`config.mk`:
```
export PLATFORM = sky130hd
export DESIGN_NAME = vdfc_front_control_regs
export DESIGN_NICKNAME = d
export VERILOG_FILES = /design/src/vdfc_pkg.sv /design/src/vdfc_mode_decode.sv /design/src/vdfc_front_control_regs.sv
export SDC_FILE = /design/constraint.sdc
export NUM_CORES = 1
export LEC_CHECK = 0
export BUFFER_PORTS_ARGS = -buffer_cell sky130_fd_sc_hd__clkbuf_2
export CORE_MARGIN = 10
export CORE_UTILIZATION = 50
export CTS_BUF_LIST = sky130_fd_sc_hd__clkbuf_4
export CTS_CLUSTER_SIZE = 40
export DETAILED_ROUTE_END_ITERATION = 12
export MAX_ROUTING_LAYER = met4
export PLACE_DENSITY = 0.81
export SYNTH_ARGS = -nofsm -noshare
export SYNTH_HDL_FRONTEND = slang
export SYNTH_SLANG_ARGS = --single-unit
```
`constraint.sdc`:
```
create_clock -name core_clk -period 2.7 [get_ports core_clk]
set_input_delay 0.405 -clock core_clk [delete_from_list [all_inputs] [get_ports core_clk]]
set_output_delay 0.405 -clock core_clk [all_outputs]
set_load 0.005 [all_outputs]
```
`src/vdfc_pkg.sv`:
```
// vdfc_pkg: constants and carrier types for the front control registers
// assumes: byte-wide register port, subaddresses 00h..02h
package vdfc_pkg;
  localparam logic [7:0] SUB_VERSION     = 8'h00;
  localparam logic [7:0] SUB_HDELAY_PEAK = 8'h01;
  localparam logic [7:0] SUB_ANALOG_IN   = 8'h02;
  localparam int VERSION_LSB = 4;
  localparam int WPD_BIT     = 6;
  localparam int HYST_LSB    = 4;
  localparam int HORIZONTAL_INCREMENT_DELAY_LSB    = 0;
  localparam int ANALOG_FUNCTION_SELECT_LSB    = 6;
  localparam int MODE_LSB    = 0;
  localparam logic [7:0] HDELAY_PEAK_RST = 8'h07;
  localparam logic [7:0] ANALOG_IN_RST   = 8'h00;
  localparam logic [3:0] HORIZONTAL_INCREMENT_DELAY_HOLD       = 4'hF;
  localparam logic [3:0] HORIZONTAL_INCREMENT_DELAY_MIN        = 4'hE;
  localparam logic [8:0] WHITE_NOMINAL   = 9'h0EB;
  localparam logic [5:0] MODE_YC_LAST    = 6'h0D;

  typedef struct packed {
    logic       wr;
    logic [7:0] sub;
    logic [7:0] wdata;
  } vdfc_req_t;

  typedef struct packed {
    logic       white_limit_on;
    logic [1:0] gain_update_hysteresis;
    logic [3:0] horizontal_increment_delay;
    logic       amp_on;
    logic       aaf_on;
    logic       ch_is_yc;
    logic       chroma_follows_luma;
    logic [2:0] luma_input;
    logic [2:0] chroma_input;
    logic       mode_valid;
  } vdfc_ctrl_t;
endpackage : vdfc_pkg

```
`src/vdfc_mode_decode.sv`:
```
// vdfc_mode_decode: decodes analog function and input mode fields
// assumes: pure combinational, fed from register flops of the same clock
`timescale 1ns/100ps
module vdfc_mode_decode (
  input  wire logic [1:0] analog_function_select,
  input  wire logic [5:0] mode,
  output logic            amp_on,
  output logic            aaf_on,
  output logic            yc,
  output logic            follow,
  output logic [2:0]      luma_in,
  output logic [2:0]      chroma_in,
  output logic            valid
);
  // input index: 0..5 = 11,12,21,22,23,24 ; 6,7 = 13,14
  always_comb begin
    amp_on    = analog_function_select[1];
    aaf_on    = (analog_function_select == 2'b11);
    yc        = 1'b0;
    follow    = 1'b0;
    luma_in   = 3'd0;
    chroma_in = 3'd0;
    valid     = 1'b1;
    if (mode <= 6'h05) begin
      luma_in = mode[2:0];
    end else if (mode <= vdfc_pkg::MODE_YC_LAST) begin
      yc     = 1'b1;
      follow = mode[3] & ~mode[1];
      unique case (mode)
        6'h06, 6'h08: begin luma_in = 3'd0; chroma_in = 3'd2; end
        6'h07, 6'h09: begin luma_in = 3'd1; chroma_in = 3'd3; end
        6'h0A, 6'h0C: begin luma_in = 3'd6; chroma_in = 3'd4; end
        default:      begin luma_in = 3'd7; chroma_in = 3'd5; end
      endcase
    end else begin
      // other modes belong to a later slice
      valid = 1'b0;
    end
  end
endmodule : vdfc_mode_decode

```
`src/vdfc_front_control_regs.sv`:
```
// vdfc_front_control_regs: subaddress 00h..02h control registers
// assumes: byte write/read strobes from the two-wire bus slave, one clock
// Overview of operation
// - subaddress 00h upper nibble reads a fixed version code, writes ignored.
// - bit 6 of 01h at zero enables white limiting, at one disables it.
// - while limiting is on, converter input is attenuated above nominal white.
// - bits 5:4 of 01h set gain update hysteresis of 0 to 3 LSB.
// - bits 3:0 of 01h set increment delay, 1110 least, 0000 most, 1111 holds.
// - bits 7:6 of 02h bypass amp and filter for 0x, amp only 10, both 11.
// - modes 00h..05h pick composite with auto gain from 11,12,21,22,23,24.
// - modes 06h,07h,0Ah,0Bh are luma/chroma with programmed chroma gain.
// - modes 08h,09h,0Ch,0Dh are luma/chroma with chroma gain following luma.
// - pairs are 11/21, 12/22, 13/23 and 14/24.
`timescale 1ns/100ps
module vdfc_front_control_regs #(
  parameter logic [3:0] SILICON_REVISION = 4'h1 // arbitrary value
) (
  input  wire logic                  core_clk,
  input  wire logic                  rst_n,
  input  wire vdfc_pkg::vdfc_req_t   req,
  input  wire logic                  req_valid,
  input  wire logic [8:0]            luma_level,
  output logic [7:0]                 rdata,
  output logic                       rdata_valid,
  output logic                       attenuate,
  output vdfc_pkg::vdfc_ctrl_t       ctrl
);
  ////////////////////////////////////////////////////////////////////////////
  logic [7:0] hdelay_peak;
  logic [7:0] analog_in;
  logic [3:0] horizontal_increment_delay_applied;
  logic       amp_on, aaf_on, yc, follow, valid;
  logic [2:0] luma_in, chroma_in;
  logic       wr_hd, wr_ai;

  assign wr_hd = req_valid & req.wr & (req.sub == vdfc_pkg::SUB_HDELAY_PEAK);
  assign wr_ai = req_valid & req.wr & (req.sub == vdfc_pkg::SUB_ANALOG_IN);

  always_ff @(posedge core_clk or negedge rst_n) begin
    if (!rst_n) begin
      hdelay_peak <= vdfc_pkg::HDELAY_PEAK_RST;
    end else if (wr_hd) begin
      hdelay_peak <= {1'b0, req.wdata[6:0]};
    end
  end

  always_ff @(posedge core_clk or negedge rst_n) begin
    if (!rst_n) begin
      analog_in <= vdfc_pkg::ANALOG_IN_RST;
    end else if (wr_ai) begin
      analog_in <= req.wdata;
    end
  end

  // code 1111 keeps the previous delay so timing is not disturbed
  always_ff @(posedge core_clk or negedge rst_n) begin
    if (!rst_n) begin
      horizontal_increment_delay_applied <= vdfc_pkg::HDELAY_PEAK_RST[3:0];
    end else if (wr_hd && req.wdata[3:0] != vdfc_pkg::HORIZONTAL_INCREMENT_DELAY_HOLD) begin
      horizontal_increment_delay_applied <= req.wdata[3:0];
    end
  end

  ////////////////////////////////////////////////////////////////////////////
  always_ff @(posedge core_clk or negedge rst_n) begin
    if (!rst_n) begin
      rdata       <= 8'h00;
      rdata_valid <= 1'b0;
    end else begin
      rdata_valid <= req_valid & ~req.wr;
      if (req_valid && !req.wr) begin
        unique case (req.sub)
          vdfc_pkg::SUB_VERSION:     rdata <= {SILICON_REVISION, 4'h0};
          vdfc_pkg::SUB_HDELAY_PEAK: rdata <= hdelay_peak;
          vdfc_pkg::SUB_ANALOG_IN:   rdata <= analog_in;
          default:                   rdata <= 8'h00;
        endcase
      end
    end
  end

  ////////////////////////////////////////////////////////////////////////////
  vdfc_mode_decode u_dec (
    .analog_function_select (analog_in[7:6]),
    .mode                   (analog_in[5:0]),
    .amp_on                 (amp_on),
    .aaf_on                 (aaf_on),
    .yc                     (yc),
    .follow                 (follow),
    .luma_in                (luma_in),
    .chroma_in              (chroma_in),
    .valid                  (valid)
  );

  always_ff @(posedge core_clk or negedge rst_n) begin
    if (!rst_n) begin
      ctrl      <= '0;
      attenuate <= 1'b0;
    end else begin
      ctrl.white_limit_on             <= ~hdelay_peak[vdfc_pkg::WPD_BIT];
      ctrl.gain_update_hysteresis     <= hdelay_peak[5:4];
      ctrl.horizontal_increment_delay <= horizontal_increment_delay_applied;
      ctrl.amp_on                     <= amp_on;
      ctrl.aaf_on                     <= aaf_on;
      ctrl.ch_is_yc                   <= yc;
      ctrl.chroma_follows_luma        <= follow;
      ctrl.luma_input                 <= luma_in;
      ctrl.chroma_input               <= chroma_in;
      ctrl.mode_valid                 <= valid;
      attenuate <= ~hdelay_peak[vdfc_pkg::WPD_BIT]
                   & (luma_level > vdfc_pkg::WHITE_NOMINAL);
    end
  end

  ////////////////////////////////////////////////////////////////////////////
  AST_VERSION_READ: assert property (@(posedge core_clk) disable iff (!rst_n)
    req_valid && !req.wr && req.sub == vdfc_pkg::SUB_VERSION |=>
    rdata == {SILICON_REVISION, 4'h0} && rdata_valid)
    else $error("version read wrong");
  AST_WHITE_ENABLE: assert property (@(posedge core_clk) disable iff (!rst_n)
    wr_hd |=> ##1 ctrl.white_limit_on == !$past(req.wdata[6], 2))
    else $error("white limit enable wrong");
  AST_ATTENUATE: assert property (@(posedge core_clk) disable iff (!rst_n)
    attenuate |-> ctrl.white_limit_on && $past(luma_level) > 9'h0EB)
    else $error("attenuate without cause");
  AST_HYST: assert property (@(posedge core_clk) disable iff (!rst_n)
    wr_hd |=> ##1 ctrl.gain_update_hysteresis == $past(req.wdata[5:4], 2))
    else $error("hysteresis not applied");
  AST_HORIZONTAL_INCREMENT_DELAY_HOLD: assert property (@(posedge core_clk) disable iff (!rst_n)
    wr_hd && req.wdata[3:0] == 4'hF |=> $stable(horizontal_increment_delay_applied))
    else $error("delay changed on hold code");
  AST_ANALOG_FUNCTION_SELECT: assert property (@(posedge core_clk) disable iff (!rst_n)
    wr_ai |=> ##1 ctrl.amp_on == $past(req.wdata[7], 2)
      && ctrl.aaf_on == ($past(req.wdata[7:6], 2) == 2'b11))
    else $error("analog function wrong");
  AST_CVBS: assert property (@(posedge core_clk) disable iff (!rst_n)
    wr_ai && req.wdata[5:0] <= 6'h05 |=> ##1
      !ctrl.ch_is_yc && ctrl.luma_input == $past(req.wdata[2:0], 2))
    else $error("composite select wrong");
  AST_YC_GAIN: assert property (@(posedge core_clk) disable iff (!rst_n)
    wr_ai && req.wdata[5:0] inside {6'h06, 6'h07, 6'h0A, 6'h0B} |=> ##1
      ctrl.ch_is_yc && !ctrl.chroma_follows_luma)
    else $error("programmed chroma gain mode wrong");
  AST_YC_FOLLOW: assert property (@(posedge core_clk) disable iff (!rst_n)
    wr_ai && req.wdata[5:0] inside {6'h08, 6'h09, 6'h0C, 6'h0D} |=> ##1
      ctrl.ch_is_yc && ctrl.chroma_follows_luma)
    else $error("following chroma gain mode wrong");
  AST_PAIR: assert property (@(posedge core_clk) disable iff (!rst_n)
    wr_ai && req.wdata[5:0] == 6'h0A |=> ##1
      ctrl.luma_input == 3'd6 && ctrl.chroma_input == 3'd4)
    else $error("input pairing wrong");
  AST_HOLD: assert property (@(posedge core_clk) disable iff (!rst_n)
    !wr_ai |=> $stable(analog_in))
    else $error("register changed without write");

  ////////////////////////////////////////////////////////////////////////////
  // read strobe and holding checks; a stuck strobe would hide read timing
  AST_RDATA_PULSE: assert property (@(posedge core_clk) disable iff (!rst_n)
    1'b1 |-> rdata_valid == $past(req_valid && !req.wr))
    else $error("read strobe wrong");

  AST_UNMAPPED_READ: assert property (@(posedge core_clk) disable iff (!rst_n)
    req_valid && !req.wr && req.sub > vdfc_pkg::SUB_ANALOG_IN |=>
    rdata == 8'h00)
    else $error("unmapped read not zero");

  AST_HD_HOLD: assert property (@(posedge core_clk) disable iff (!rst_n)
    !wr_hd |=> $stable(hdelay_peak))
    else $error("delay register changed without write");

  AST_HD_TOP_BIT: assert property (@(posedge core_clk) disable iff (!rst_n)
    1'b1 |-> hdelay_peak[7] == 1'b0)
    else $error("unused delay register bit set");

  ////////////////////////////////////////////////////////////////////////////
  // limiter checks, both directions, so a dead comparator is caught; then the delay code load check
  AST_ATTEN_CAUSE: assert property (@(posedge core_clk) disable iff (!rst_n)
    !hdelay_peak[vdfc_pkg::WPD_BIT]
      && luma_level > vdfc_pkg::WHITE_NOMINAL |=> attenuate)
    else $error("attenuate missing");

  AST_ATTEN_OFF: assert property (@(posedge core_clk) disable iff (!rst_n)
    hdelay_peak[vdfc_pkg::WPD_BIT] |=> !attenuate)
    else $error("attenuate while limiting disabled");

  AST_HORIZONTAL_INCREMENT_DELAY_LOAD: assert property (@(posedge core_clk) disable iff (!rst_n)
    wr_hd && req.wdata[3:0] != 4'hF |=>
    horizontal_increment_delay_applied == $past(req.wdata[3:0]))
    else $error("delay code not applied");

  ////////////////////////////////////////////////////////////////////////////
  // mode decode checks on the registered control word
  AST_MODE_INVALID: assert property (@(posedge core_clk) disable iff (!rst_n)
    wr_ai && req.wdata[5:0] > 6'h0D |=> ##1 !ctrl.mode_valid)
    else $error("later slice mode flagged valid");

  AST_AMP_BYPASS: assert property (@(posedge core_clk) disable iff (!rst_n)
    wr_ai && !req.wdata[7] |=> ##1 !ctrl.amp_on && !ctrl.aaf_on)
    else $error("bypass codes not bypassing");

  AST_PAIR_FIRST: assert property (@(posedge core_clk) disable iff (!rst_n)
    wr_ai && req.wdata[5:0] inside {6'h06, 6'h08} |=> ##1
      ctrl.luma_input == 3'd0 && ctrl.chroma_input == 3'd2)
    else $error("first pair wrong");

  AST_PAIR_SECOND: assert property (@(posedge core_clk) disable iff (!rst_n)
    wr_ai && req.wdata[5:0] inside {6'h07, 6'h09} |=> ##1
      ctrl.luma_input == 3'd1 && ctrl.chroma_input == 3'd3)
    else $error("second pair wrong");

  AST_PAIR_FOURTH: assert property (@(posedge core_clk) disable iff (!rst_n)
    wr_ai && req.wdata[5:0] inside {6'h0B, 6'h0D} |=> ##1
      ctrl.luma_input == 3'd7 && ctrl.chroma_input == 3'd5)
    else $error("fourth pair wrong");

  AST_PAIR_THIRD_F: assert property (@(posedge core_clk) disable iff (!rst_n)
    wr_ai && req.wdata[5:0] == 6'h0C |=> ##1
      ctrl.luma_input == 3'd6 && ctrl.chroma_input == 3'd4)
    else $error("third pair wrong");

endmodule : vdfc_front_control_regs

```
Yosys cells after proc, flatten, opt, wreduce, memory -nomap -nowiden
Index checks and enable logic that the tools add are counted.
{ "word_totals": {"reg_bits": 47, "in_bits": 29} }
{ "classes": {"n_lt_le_gt_ge": 3, "eq_ne": 10, "muxes": 12, "n_bitwise": 9, "n_reduce_logical": 7} }
{ "op_table": {"columns": ["op", "n"], "rows": [
  ["6-bit by 4-bit == test with 1-bit output (second input constant)", 4],
  ["8-bit case mux with 3 select lines", 1],
  ["3-bit case mux with 3 select lines", 2],
  ["6-bit by 3-bit == test with 1-bit output (second input constant)", 2],
  ["3-bit 2-to-1 mux", 4],
  ["9-bit by 8-bit > comparator with 1-bit output (second input constant)", 1],
  ["8-bit by 1-bit == test with 1-bit output (second input constant)", 1],
  ["8-bit by 2-bit == test with 1-bit output (second input constant)", 1],
  ["8-bit logical NOT", 1],
  ["1-bit bitwise AND", 6],
  ["6-bit by 3-bit <= comparator with 1-bit output (second input constant)", 1],
  ["6-bit by 4-bit <= comparator with 1-bit output (second input constant)", 1],
  ["2-bit OR reduction", 3],
  ["1-bit 2-to-1 mux", 5],
  ["4-bit != test (second input constant)", 1],
  ["1-bit inverter", 3],
  ["2-bit == test (second input constant)", 1],
  ["1-bit logical AND", 2],
  ["1-bit logical NOT", 1]
]} }

Depth between registers and ports, before layout
Gate-level depths: netlist (run 1).
{ "depth": {"word_depth": 5, "mapped_depth": 5, "mapped_depth_nobuf": 3} }

By module
A second synthesis (run 1) with hierarchy kept.
{ "hier_totals": {"hier_cells": 144, "area_unflattened_um2": 1905.6} }
{ "by_module_without_submodules": {"columns": ["mod", "instances", "cells_each", "area_per_inst_um2", "seq_area_each_um2"], "rows": [
  ["vdfc_front_control_regs", 1, 119, 1735.4, 1183.6],
  ["vdfc_mode_decode", 1, 25, 170.2, 0.0]
]} }

Least setup slack after synthesis (run 1)
No wires, ideal clock.
{ "synth_path": {"kind": "input -> register", "from": "input port req[13] (netlist bit)", "to": "register hdelay_peak[3]", "setup_time_ns": 0.125, "arrival_time_ns": 1.470, "t_required_ns": 2.575, "slack_ns": 1.104, "cell_stages": 4, "path_buffers": 1, "cell_sequence": "nor4_4 > nand3_2 > buf_6 > mux2_4"} }
{ "synth_via": {"elab_chain_cells": 2} }
{ "synth_rtl": {"columns": ["item", "line", "text"], "rows": [
  ["from (decl)", "vdfc_front_control_regs.sv:20", "input wire vdfc_pkg::vdfc_req_t req,"],
  ["8-bit by 1-bit == test with 1-bit output", "vdfc_front_control_regs.sv:36", "assign wr_hd = req_valid & req.wr & (req.sub == vdfc_pkg::SUB_HDELAY_PEAK);"],
  ["1-bit bitwise AND", "vdfc_front_control_regs.sv:36", null],
  ["to (signal assigned)", "vdfc_front_control_regs.sv:41", "hdelay_peak <= vdfc_pkg::HDELAY_PEAK_RST;"],
  ["to (signal assigned)", "vdfc_front_control_regs.sv:43", "hdelay_peak <= {1'b0, req.wdata[6:0]};"],
  ["to (decl)", "vdfc_front_control_regs.sv:29", "logic [7:0] hdelay_peak;"]
]} }
Every way passes these cells.
A chain may end at the register's enable or synchronous reset.

Final worst setup path (run 1)
{ "layout_path": {"from": "input port req[13] (netlist bit)", "to": "register hdelay_peak[5]"} }
Same word-level chain as after synthesis.

==> load_flow_metrics.sql, run 1 <==
INSERT INTO impl_metrics (metric_group, metric, value, unit) VALUES
('pwr', 'intPower', '885.4', 'µW'),
('layout', 'diodes', '0', ''),
('run', 'timing.max_cap.violations', '0', ''),
('clocking', 'cts_hold_buf', '0', ''),
('synth', 'adder_cell_share_of_the_synthesized_area', '0', '%'),
('synth', 'ys_seq_area_share', '62.07', '%'),
('floorplan', 'floorplan.io_pins', '57', ''),
('synth', 'post_synth_instance_area', '0.001907', 'mm²'),
('pwr', 'p_clk_share', '27.9', '%'),
('pwr', 'vdd.ir_drop.worst', '0.3034', 'mV'),
('pwr', 'power.share.sequential', '64.2', '%'),
('clocking', 'ctsHtreeMaxLevel', '2', ''),
('floorplan', 'floorplan.die_area', '0.006684', 'mm²'),
('floorplan', 'cell_rows', '22', ''),
('synth', 'post_synthesis_async_set_or_reset_flop_share', '100.0', '%'),
('hold_path', 'hold_path.class', 'input pin to async pin', ''),
('routing', 'drt-wirelength-per-cell', '16.18', 'µm'),
('synth', 'synthesis.nets', '172', ''),
('timing', 'finalMaxSlewViolations', '0', ''),
('placement', 'gpl.final_weighted_congestion', '0.7802', ''),
('routing', 'drt_first_iter_violations', '82', ''),
('clocking', 'cts_tree', 'yes', ''),
('clocking', 'cts_buffers', '5', ''),
('synth', 'yosys_warnings', '0', ''),
('timing', 'final_hold_viol_count', '0', ''),
('layout', 'highest_count_cells_in_the_layout_ignoring_fill_and_taps', 'clkbuf_2 (54), dfrtp_1 (41), nand2_1 (11)', ''),
('global_routing', 'vias_in_the_first_global_route', '1347', ''),
('floorplan', 'chipHeight', '81.76', 'µm'),
('pwr', 'power.total', '1.145', 'mW'),
('timing', 'setup-violations-final', '0', ''),
('global_routing', 'grt_pass1_wl', '6561', 'µm'),
('timing', 'min_period_over_period', '62.84', '%'),
('synth', 'synthFlopType', 'dfrtp_1', ''),
('global_routing', 'grt_start_max_net_pins', '48', ''),
('pwr', 'leak_pwr', '1.159', 'nW'),
('timing', 'fin_setup_tns', '0', 'ps'),
('synth', 'synth.distinct_cells', '32', ''),
('clocking', 'post-cts-setup-buffer-count', '0', ''),
('synth', 'post_synth.cell_area_avg', '13.33', 'µm²'),
('timing', 'setup_repair_after_global_routing_missed_its_margin', 'false', ''),
('pwr', 'p_comb_share', '7.9', '%'),
('clocking', 'clockRootBuffer', 'clkbuf_4', ''),
('global_routing', 'initial_antenna_violation_count', '0', ''),
('critical_path', 'cp_cell_sequence', 'clkbuf_2, nor4_4, nand3_2, mux2_4', ''),
('critical_path', 'crit_path_start_kind', 'input pin', ''),
('timing', 'min_period', '1697', 'ps'),
('outcome', 'outcome', 'finished, final reports clean', ''),
('critical_path', 'critical_path.max_fanout', '11', ''),
('pwr', 'power_per_cell_area', '506.5', 'mW/mm²'),
('synth', 'yosys_register_bits', '47', ''),
('clocking', 'clock_sink_count', '47', ''),
('routing', 'detail_route.drc_violations', '0', ''),
('routing', 'drt_wl_total', '3981', 'µm'),
('synth', 'yosys.area_share.simple', '12.73', '%'),
('routing', 'vias_per_cell', '5.252', ''),
('routing', 'drt.antenna.violating_nets', '0', ''),
('synth', 'postSynthCellCount', '143', ''),
('global_routing', 'gr-usage-all-layers', '13.10', '%'),
('synth', 'yosys-mux-area-fraction', '10.04', '%'),
('layout', 'areaGrowthSynthToFinish', '18.57', '%'),
('synth', 'synth_edf_count', '0', ''),
('floorplan', 'core_area', '0.003661', 'mm²'),
('floorplan', 'die_w', '81.76', 'µm'),
('timing', 'max_clock_freq', '0.5893', 'GHz'),
('layout', 'final_common_cell', 'clkbuf_2', ''),
('global_routing', 'global_route.overflow_total', '0', ''),
('placement', 'place.detailed.hpwl', '3099', 'µm'),
('critical_path', 'critPathKind', 'input pin to flop', ''),
('critical_path', 'cp_slowest_cell', 'nor4_4', ''),
('placement', 'numPortBuffers', '54', ''),
('critical_path', 'worst-endpoint-arrival', '1940', 'ps');
==> worst max-delay path, delay by kind of cell <==
kind	cells	cell delay, ps
and+or+nand+nor	2	1010
buffers and inverters	1	100
muxes	1	410
==> power by group through the flow <==
| stage | combinational, mW | sequential (mW) | clock, mW |
|---|---|---|---|
| 6_report | 0.0910 | 0.735 | 0.319 |
| 5_1_grt | 0.102 | 0.738 | 0.367 |
| 4_1_cts | 0.0932 | 0.735 | 0.331 |
| 3_5_place_dp | 0.0930 | 0.748 | 0 |
| 3_3_place_gp | 0.0891 | 0.747 | 0 |
| 2_1_floorplan | 0.0391 | 0.745 | 0 |
==> logic make-up (layout without fill, tap and decap cells) <==
| kind of cell | Yosys count | in the layout |
|---|---|---|
| muxes | 15 | 15 |
| DFF | 47 | 47 |
| and+or+nand+nor | 39 | 39 |
| buffers and inverters | 10 | 65 |
| AOI/OAI and AO/OA | 32 | 32 |
==> registers in the layout (all words and copies together), names as in the netlist <==
name and count:
attenuate 1, horizontal_increment_delay_applied 4, rdata_valid 1, hdelay_peak 7, rdata 8, ctrl 18
analog_in 8
==> metal layers <==
| metal | GRT usage, % | up-vias | share of wire (%) |
|---|---|---|---|
| met5 | - | - | 0 |
| met4 | 5.612 | 0 | 1.5 |
| met3 | 3.821 | 7 | 5.8 |
| met2 | 22.10 | 25 | 54 |
| met1 | 14.06 | 635 | 39 |
| li1 | - | 625 | - |
==> through the flow <==
stage / instances / cell area (µm²) / utilization (%) / hold slack (ps)
floorplan: 143 / 1907 / - / 109.4
global placement: 238 / 2203 / 60.18 / 368.9
detailed placement: 238 / 2203 / 60.18 / 360.9
CTS: 246 / 2261 / 61.76 / 272.4
global route: 246 / 2261 / 61.76 / 268.9
finish: 246 / 2261 / 61.76 / 240.9
==> cells in the mapped netlist, types with 2 or more instances <==
cell      number  area, µm²
dfrtp_1       41       1026
nand2_1       11      41.29
mux2_2         9      101.4
o31ai_1        7      52.55
a22oi_1        6      45.04
clkbuf_1       6      22.52
dfstp_2        6      157.7
mux2_4         6      90.09
a21oi_1        5      25.02
a41o_2         4      45.04
and2_1         4      25.02
nand2b_1       4      25.02
nand3_1        4      20.02
nor2_1         4      15.01
o21a_1         4      30.03
inv_1          3      11.26
nand3b_1       3      22.52
nor2b_1        2      12.51
==> layout make-up <==
class / count / area [µm²]
Fill cell: 298 / 1400
Sequential cell: 47 / 1184
Multi-Input combinational cell: 86 / 678.2
Timing Repair Buffer: 54 / 270.3
Tap cell: 48 / 60.06
Clock buffer: 7 / 52.55
Inverter: 3 / 11.26
Clock inverter: 1 / 5.005
==> path summary, 6_finish.rpt <==
| check | startpoint | endpoint | slack (ps) |
|---|---|---|---|
| max | req[13] | hdelay_peak[5]$_DFFE_PN0P_ | 1000 |
| min | rst_n | ctrl[10]$_DFF_PN0_ | 240 |
| max reg2reg | analog_in[5]$_DFFE_PN0P_ | ctrl[4]$_DFF_PN0_ | 1560 |
| min reg2reg | horizontal_increment_delay_applied[3]$_DFFE_PN0P_ | ctrl[14]$_DFF_PN0_ | 390 |
| max in group asynchronous | rst_n | ctrl[2]$_DFF_PN0_ | 1790 |
| min in group core_clk | luma_level[8] | attenuate$_DFF_PN0_ | 290 |
No activity file was read; power rests on OpenSTA's default activity.
==> inputs of run 2 (changes only) <==
--- a/config.mk
+++ b/config.mk
@@ -5,14 +5,15 @@
 export SDC_FILE = /design/constraint.sdc
 export NUM_CORES = 1
 export LEC_CHECK = 0
+export ABC_AREA = 1
 export BUFFER_PORTS_ARGS = -buffer_cell sky130_fd_sc_hd__clkbuf_2
 export CORE_MARGIN = 10
-export CORE_UTILIZATION = 50
+export CORE_UTILIZATION = 48
 export CTS_BUF_LIST = sky130_fd_sc_hd__clkbuf_4
 export CTS_CLUSTER_SIZE = 40
 export DETAILED_ROUTE_END_ITERATION = 12
 export MAX_ROUTING_LAYER = met4
-export PLACE_DENSITY = 0.81
+export PLACE_DENSITY = 0.8
 export SYNTH_ARGS = -nofsm -noshare
 export SYNTH_HDL_FRONTEND = slang
 export SYNTH_SLANG_ARGS = --single-unit
==> constraint.sdc (replaced) <==
create_clock -name core_clk -period 1.4 [get_ports core_clk]
set_input_delay 0.21 -clock core_clk [delete_from_list [all_inputs] [get_ports core_clk]]
set_output_delay 0.21 -clock core_clk [all_outputs]
set_load 0.005 [all_outputs]
==> run 2 against run 1 <==
- worst setup slack got worse by 830 ps
- critical path type is now flop to flop
- sequential share of layout area shrank 5.4 points
- hold slack got worse by 210 ps
- first-iteration DRC count fell by 9.8%
- cell area grew 12%
- area after synthesis is 8.7% higher
- global-route usage shrank 0.24 points
- critical endpoint is now ctrl[1]$_DFF_PN0_
- clock skew increased by 0.80 ps
==> load_flow_metrics.sql, run 2 <==
INSERT INTO impl_metrics (metric_group, metric, value, unit) VALUES
('critical_path', 'critPathKind', 'flop to flop', ''),
('timing', 'finalMaxSlewViolations', '0', ''),
('clocking', 'cts_buffers', '5', ''),
('synth', 'synthTopCellsByArea', 'dfrtp_1 (49%), nand2_1 (11%), dfstp_2 (7.6%), o21ai_2 (6.8%), inv_1 (3.4%)', ''),
('synth', 'synth_top_area_share', '49.49', '%'),
('timing', 'max_clock_freq', '0.8161', 'GHz'),
('hold_path', 'hold_path.class', 'input pin to flop', ''),
('floorplan', 'floorplan.die_area', '0.007348', 'mm²'),
('pwr', 'power.share.switching', '22.83', '%'),
('placement', 'gpl.final_weighted_congestion', '0.7947', ''),
('critical_path', 'worst_path_largest_cell_delay', '450', 'ps'),
('clocking', 'clockRootBuffer', 'clkbuf_4', ''),
('critical_path', 'worst_r2r_startpoint', 'analog_in[5]$_DFFE_PN0P_', ''),
('floorplan', 'core_area', '0.004086', 'mm²'),
('placement', 'place.detailed.hpwl', '3290', 'µm'),
('outcome', 'outcome', 'finished, final reports clean', ''),
('placement', 'post-place-cells', '315', ''),
('layout', 'filler_cell_count', '368', ''),
('global_routing', 'vias_in_the_first_global_route', '1624', ''),
('critical_path', 'worst-endpoint-arrival', '1500', 'ps'),
('timing', 'slew_at_the_pin_closest_to_its_max_slew_limit', '367.1', 'ps'),
('hold_path', 'worst_hold_path.num_cells', '3', ''),
('pwr', 'power.total', '2.648', 'mW'),
('routing', 'dr_wl_met2', '2167', 'µm'),
('timing', 'final_hold_viol_count', '0', ''),
('timing', 'fin_setup_tns', '0', 'ps'),
('global_routing', 'gr-usage-all-layers', '12.87', '%'),
('clocking', 'cts_tree', 'yes', ''),
('clocking', 'max-clock-path-buffers', '2', ''),
('layout', 'postLayoutCellArea', '0.002525', 'mm²'),
('critical_path', 'rr_worst_depth', '6', ''),
('layout', 'top_regs', 'ctrl (18), analog_in (8), rdata (8)', ''),
('critical_path', 'path_depth', '6', ''),
('routing', 'route.vias.total', '1594', ''),
('routing', 'highest_layer', 'met4', ''),
('global_routing', 'global_route.overflow_total', '0', ''),
('clocking', 'clock_pin_slew_reported_for_the_worst_setup_and_hold_paths_after_clock_tree_synthesis', '140', 'ps'),
('synth', 'synthFlopType', 'dfrtp_1', ''),
('clocking', 'insertion_delay', '380', 'ps'),
('floorplan', 'initial_core_util', '50.73', '%'),
('layout', 'reg_with_most_ffs', 'ctrl', ''),
('layout', 'postLayoutCoreUtil', '61.79', '%'),
('run', 'timing.max_cap.violations', '0', ''),
('pwr', 'power.share.sequential', '53.7', '%'),
('routing', 'wl_met3', '266', 'µm'),
('synth', 'leading_cell_types_by_count_after_synthesis', 'nand2_1 (60), dfrtp_1 (41), inv_1 (19)', ''),
('critical_path', 'worst_setup_ep_type', 'flop', ''),
('hold_path', 'hold_path_startpoint', 'req[0]', ''),
('clocking', 'clock_sink_count', '47', ''),
('global_routing', 'initial_antenna_violation_count', '0', ''),
('layout', 'areaGrowthSynthToFinish', '21.79', '%'),
('routing', 'routedLengthMet1', '1822', 'µm'),
('synth', 'post_synthesis_async_set_or_reset_flop_share', '100.0', '%'),
('synth', 'post_synth_instance_area', '0.002073', 'mm²'),
('floorplan', 'floorplan.io_pins', '57', ''),
('timing', 'timing.slew.headroom', '75.42', '%'),
('placement', 'dpl-instance-area', '0.002409', 'mm²'),
('critical_path', 'worstSetupStartpoint', 'analog_in[5]$_DFFE_PN0P_', ''),
('global_routing', 'grt_start_max_net_pins', '48', ''),
('floorplan', 'chipHeight', '85.72', 'µm'),
('pwr', 'p_comb_share', '8.4', '%'),
('synth', 'synth_edf_count', '0', ''),
('placement', 'place_worst_setup_slack', '93.36', 'ps'),
('routing', 'drt_first_iter_violations', '74', ''),
('pwr', 'power_switching', '604.7', 'µW'),
('synth', 'synthesis.nets', '241', ''),
('routing', 'vias_per_cell', '4.920', ''),
('timing', 'setup_repair_after_global_routing_missed_its_margin', 'false', ''),
('critical_path', 'cp_cell_sequence', 'nor2_4, o21ai_1, o21ai_2, inv_2, nand2_1, nor2_1', ''),
('clocking', 'ctsHtreeMaxLevel', '2', ''),
('synth', 'yosys_register_bits', '47', ''),
('critical_path', 'buffer_and_inverter_count_on_the_worst_path', '1', ''),
('pwr', 'p_clk_share', '37.9', '%'),
('critical_path', 'critical_path.max_fanout', '9', ''),
('routing', 'drt.antenna.violating_nets', '0', ''),
('global_routing', 'grt_pass1_wl', '7479', 'µm'),
('timing', 'final.hold.worst_slack', '26.75', 'ps'),
('synth', 'library_cell_with_the_highest_instance_count_after_synthesis', 'nand2_1', ''),
('synth', 'synth.distinct_cells', '28', ''),
('synth', 'yosys_warnings', '0', ''),
('layout', 'max_ffs_per_register', '18', ''),
('layout', 'final_common_cell', 'nand2_1', ''),
('timing', 'min_period_over_period', '87.52', '%'),
('synth', 'ys_seq_area_share', '57.09', '%'),
('critical_path', 'crit_path_start_kind', 'flop', ''),
('critical_path', 'critPathTopFamily', 'flip-flops', ''),
('layout', 'diodes', '0', ''),
('synth', 'synth_top_area_cell', 'dfrtp_1', ''),
('pwr', 'leak_pwr', '1.398', 'nW'),
('floorplan', 'cell_rows', '23', ''),
('timing', 'min_period', '1225', 'ps'),
('pwr', 'intPower', '2.043', 'mW'),
('synth', 'post_synth.cell_area_avg', '9.779', 'µm²'),
('routing', 'detailedRoute.firstPassIterationCount', '4', ''),
('synth', 'postSynthCellCount', '212', ''),
('pwr', 'power_per_cell_area', '1049', 'mW/mm²'),
('critical_path', 'required', '1680', 'ps'),
('timing', 'finalClockSkew', '11.67', 'ps'),
('critical_path', 'cp_slowest_cell', 'dfrtp_1', ''),
('timing', 'final_critical_path_setup_slack', '174.7', 'ps'),
('pwr', 'vdd.ir_drop.worst', '0.5648', 'mV'),
('clocking', 'post-cts-setup-buffer-count', '0', ''),
('layout', 'highest_count_cells_in_the_layout_ignoring_fill_and_taps', 'nand2_1 (60), clkbuf_2 (54), dfrtp_1 (40)', ''),
('layout', 'final-instance-count-excl-fill', '324', ''),
('routing', 'drt_wl_total', '4332', 'µm'),
('timing', 'setup-violations-final', '0', ''),
('routing', 'drt-wirelength-per-cell', '13.37', 'µm'),
('floorplan', 'die_w', '85.72', 'µm'),
('layout', 'drive_above_1_share', '41.24', '%'),
('placement', 'numPortBuffers', '54', ''),
('routing', 'detail_route.drc_violations', '0', ''),
('layout', 'fin_nets', '302', '');
[run 2: final timing paths]
kind | endpoint | slack, ps
worst max-delay path | ctrl[1]$_DFF_PN0_ | 170
worst min-delay path | horizontal_increment_delay_applied[0]$_DFFE_PN1P_ | 30
worst max register to register | ctrl[1]$_DFF_PN0_ | 170
worst min register to register | ctrl[14]$_DFF_PN0_ | 390
max in group asynchronous | hdelay_peak[0]$_DFFE_PN1P_ | 790
min in group asynchronous | ctrl[5]$_DFF_PN0_ | 330
[run 2: power by group through the flow]
| stage | Combinational (mW) | Clock [mW] | Sequential [mW] |
|---|---|---|---|
| 3_5_place_dp | 0.228 | 0 | 1.45 |
| 2_1_floorplan | 0.0995 | 0 | 1.45 |
| 4_1_cts | 0.231 | 1.03 | 1.42 |
| 5_1_grt | 0.256 | 1.07 | 1.43 |
| 3_3_place_gp | 0.222 | 0 | 1.44 |
| 6_report | 0.224 | 1.00 | 1.42 |
[run 2: logic make-up after synthesis]
kind of cell / after synthesis / share of synthesized area [%]
compound gates: 31 / 11.53
buf+inv: 29 / 6.095
flops: 47 / 57.09
simple gates: 105 / 25.29
[run 2: worst register-to-register path, cell delays in order (launching register included)]
cell and delay, ps:
dfrtp_1 450, nor2_4 210, o21ai_1 110, o21ai_2 200, inv_2 60, nand2_1 60
nor2_1 40
[run 2: final cells by class]
cell class / count / area (µm²) / share of cell area (%)
clock buffer: 5 / 37.54 / 1.487
clock inverter: 3 / 67.56 / 2.676
inverter: 25 / 93.84 / 3.717
multi-input combinational: 136 / 763.2 / 30.23
sequential: 47 / 1185 / 46.93
tap: 50 / 62.56 / 2.478
timing repair buffer: 58 / 315.3 / 12.49
[run 2: layer usage]
metal | track usage (%) | up-vias
met3 | 4.636 | 10
met1 | 14.16 | 734
met5 | - | -
met2 | 20.57 | 35
met4 | 5.539 | 0
li1 | - | 815
[run 2: what timing repair did]
action | 4_1_cts | 5_1_grt
resized for setup | 0 | 1
endpoints found under the setup margin | 0 | 1
endpoints found under the hold margin | 41 | 0
hold buffers | 1 | 0
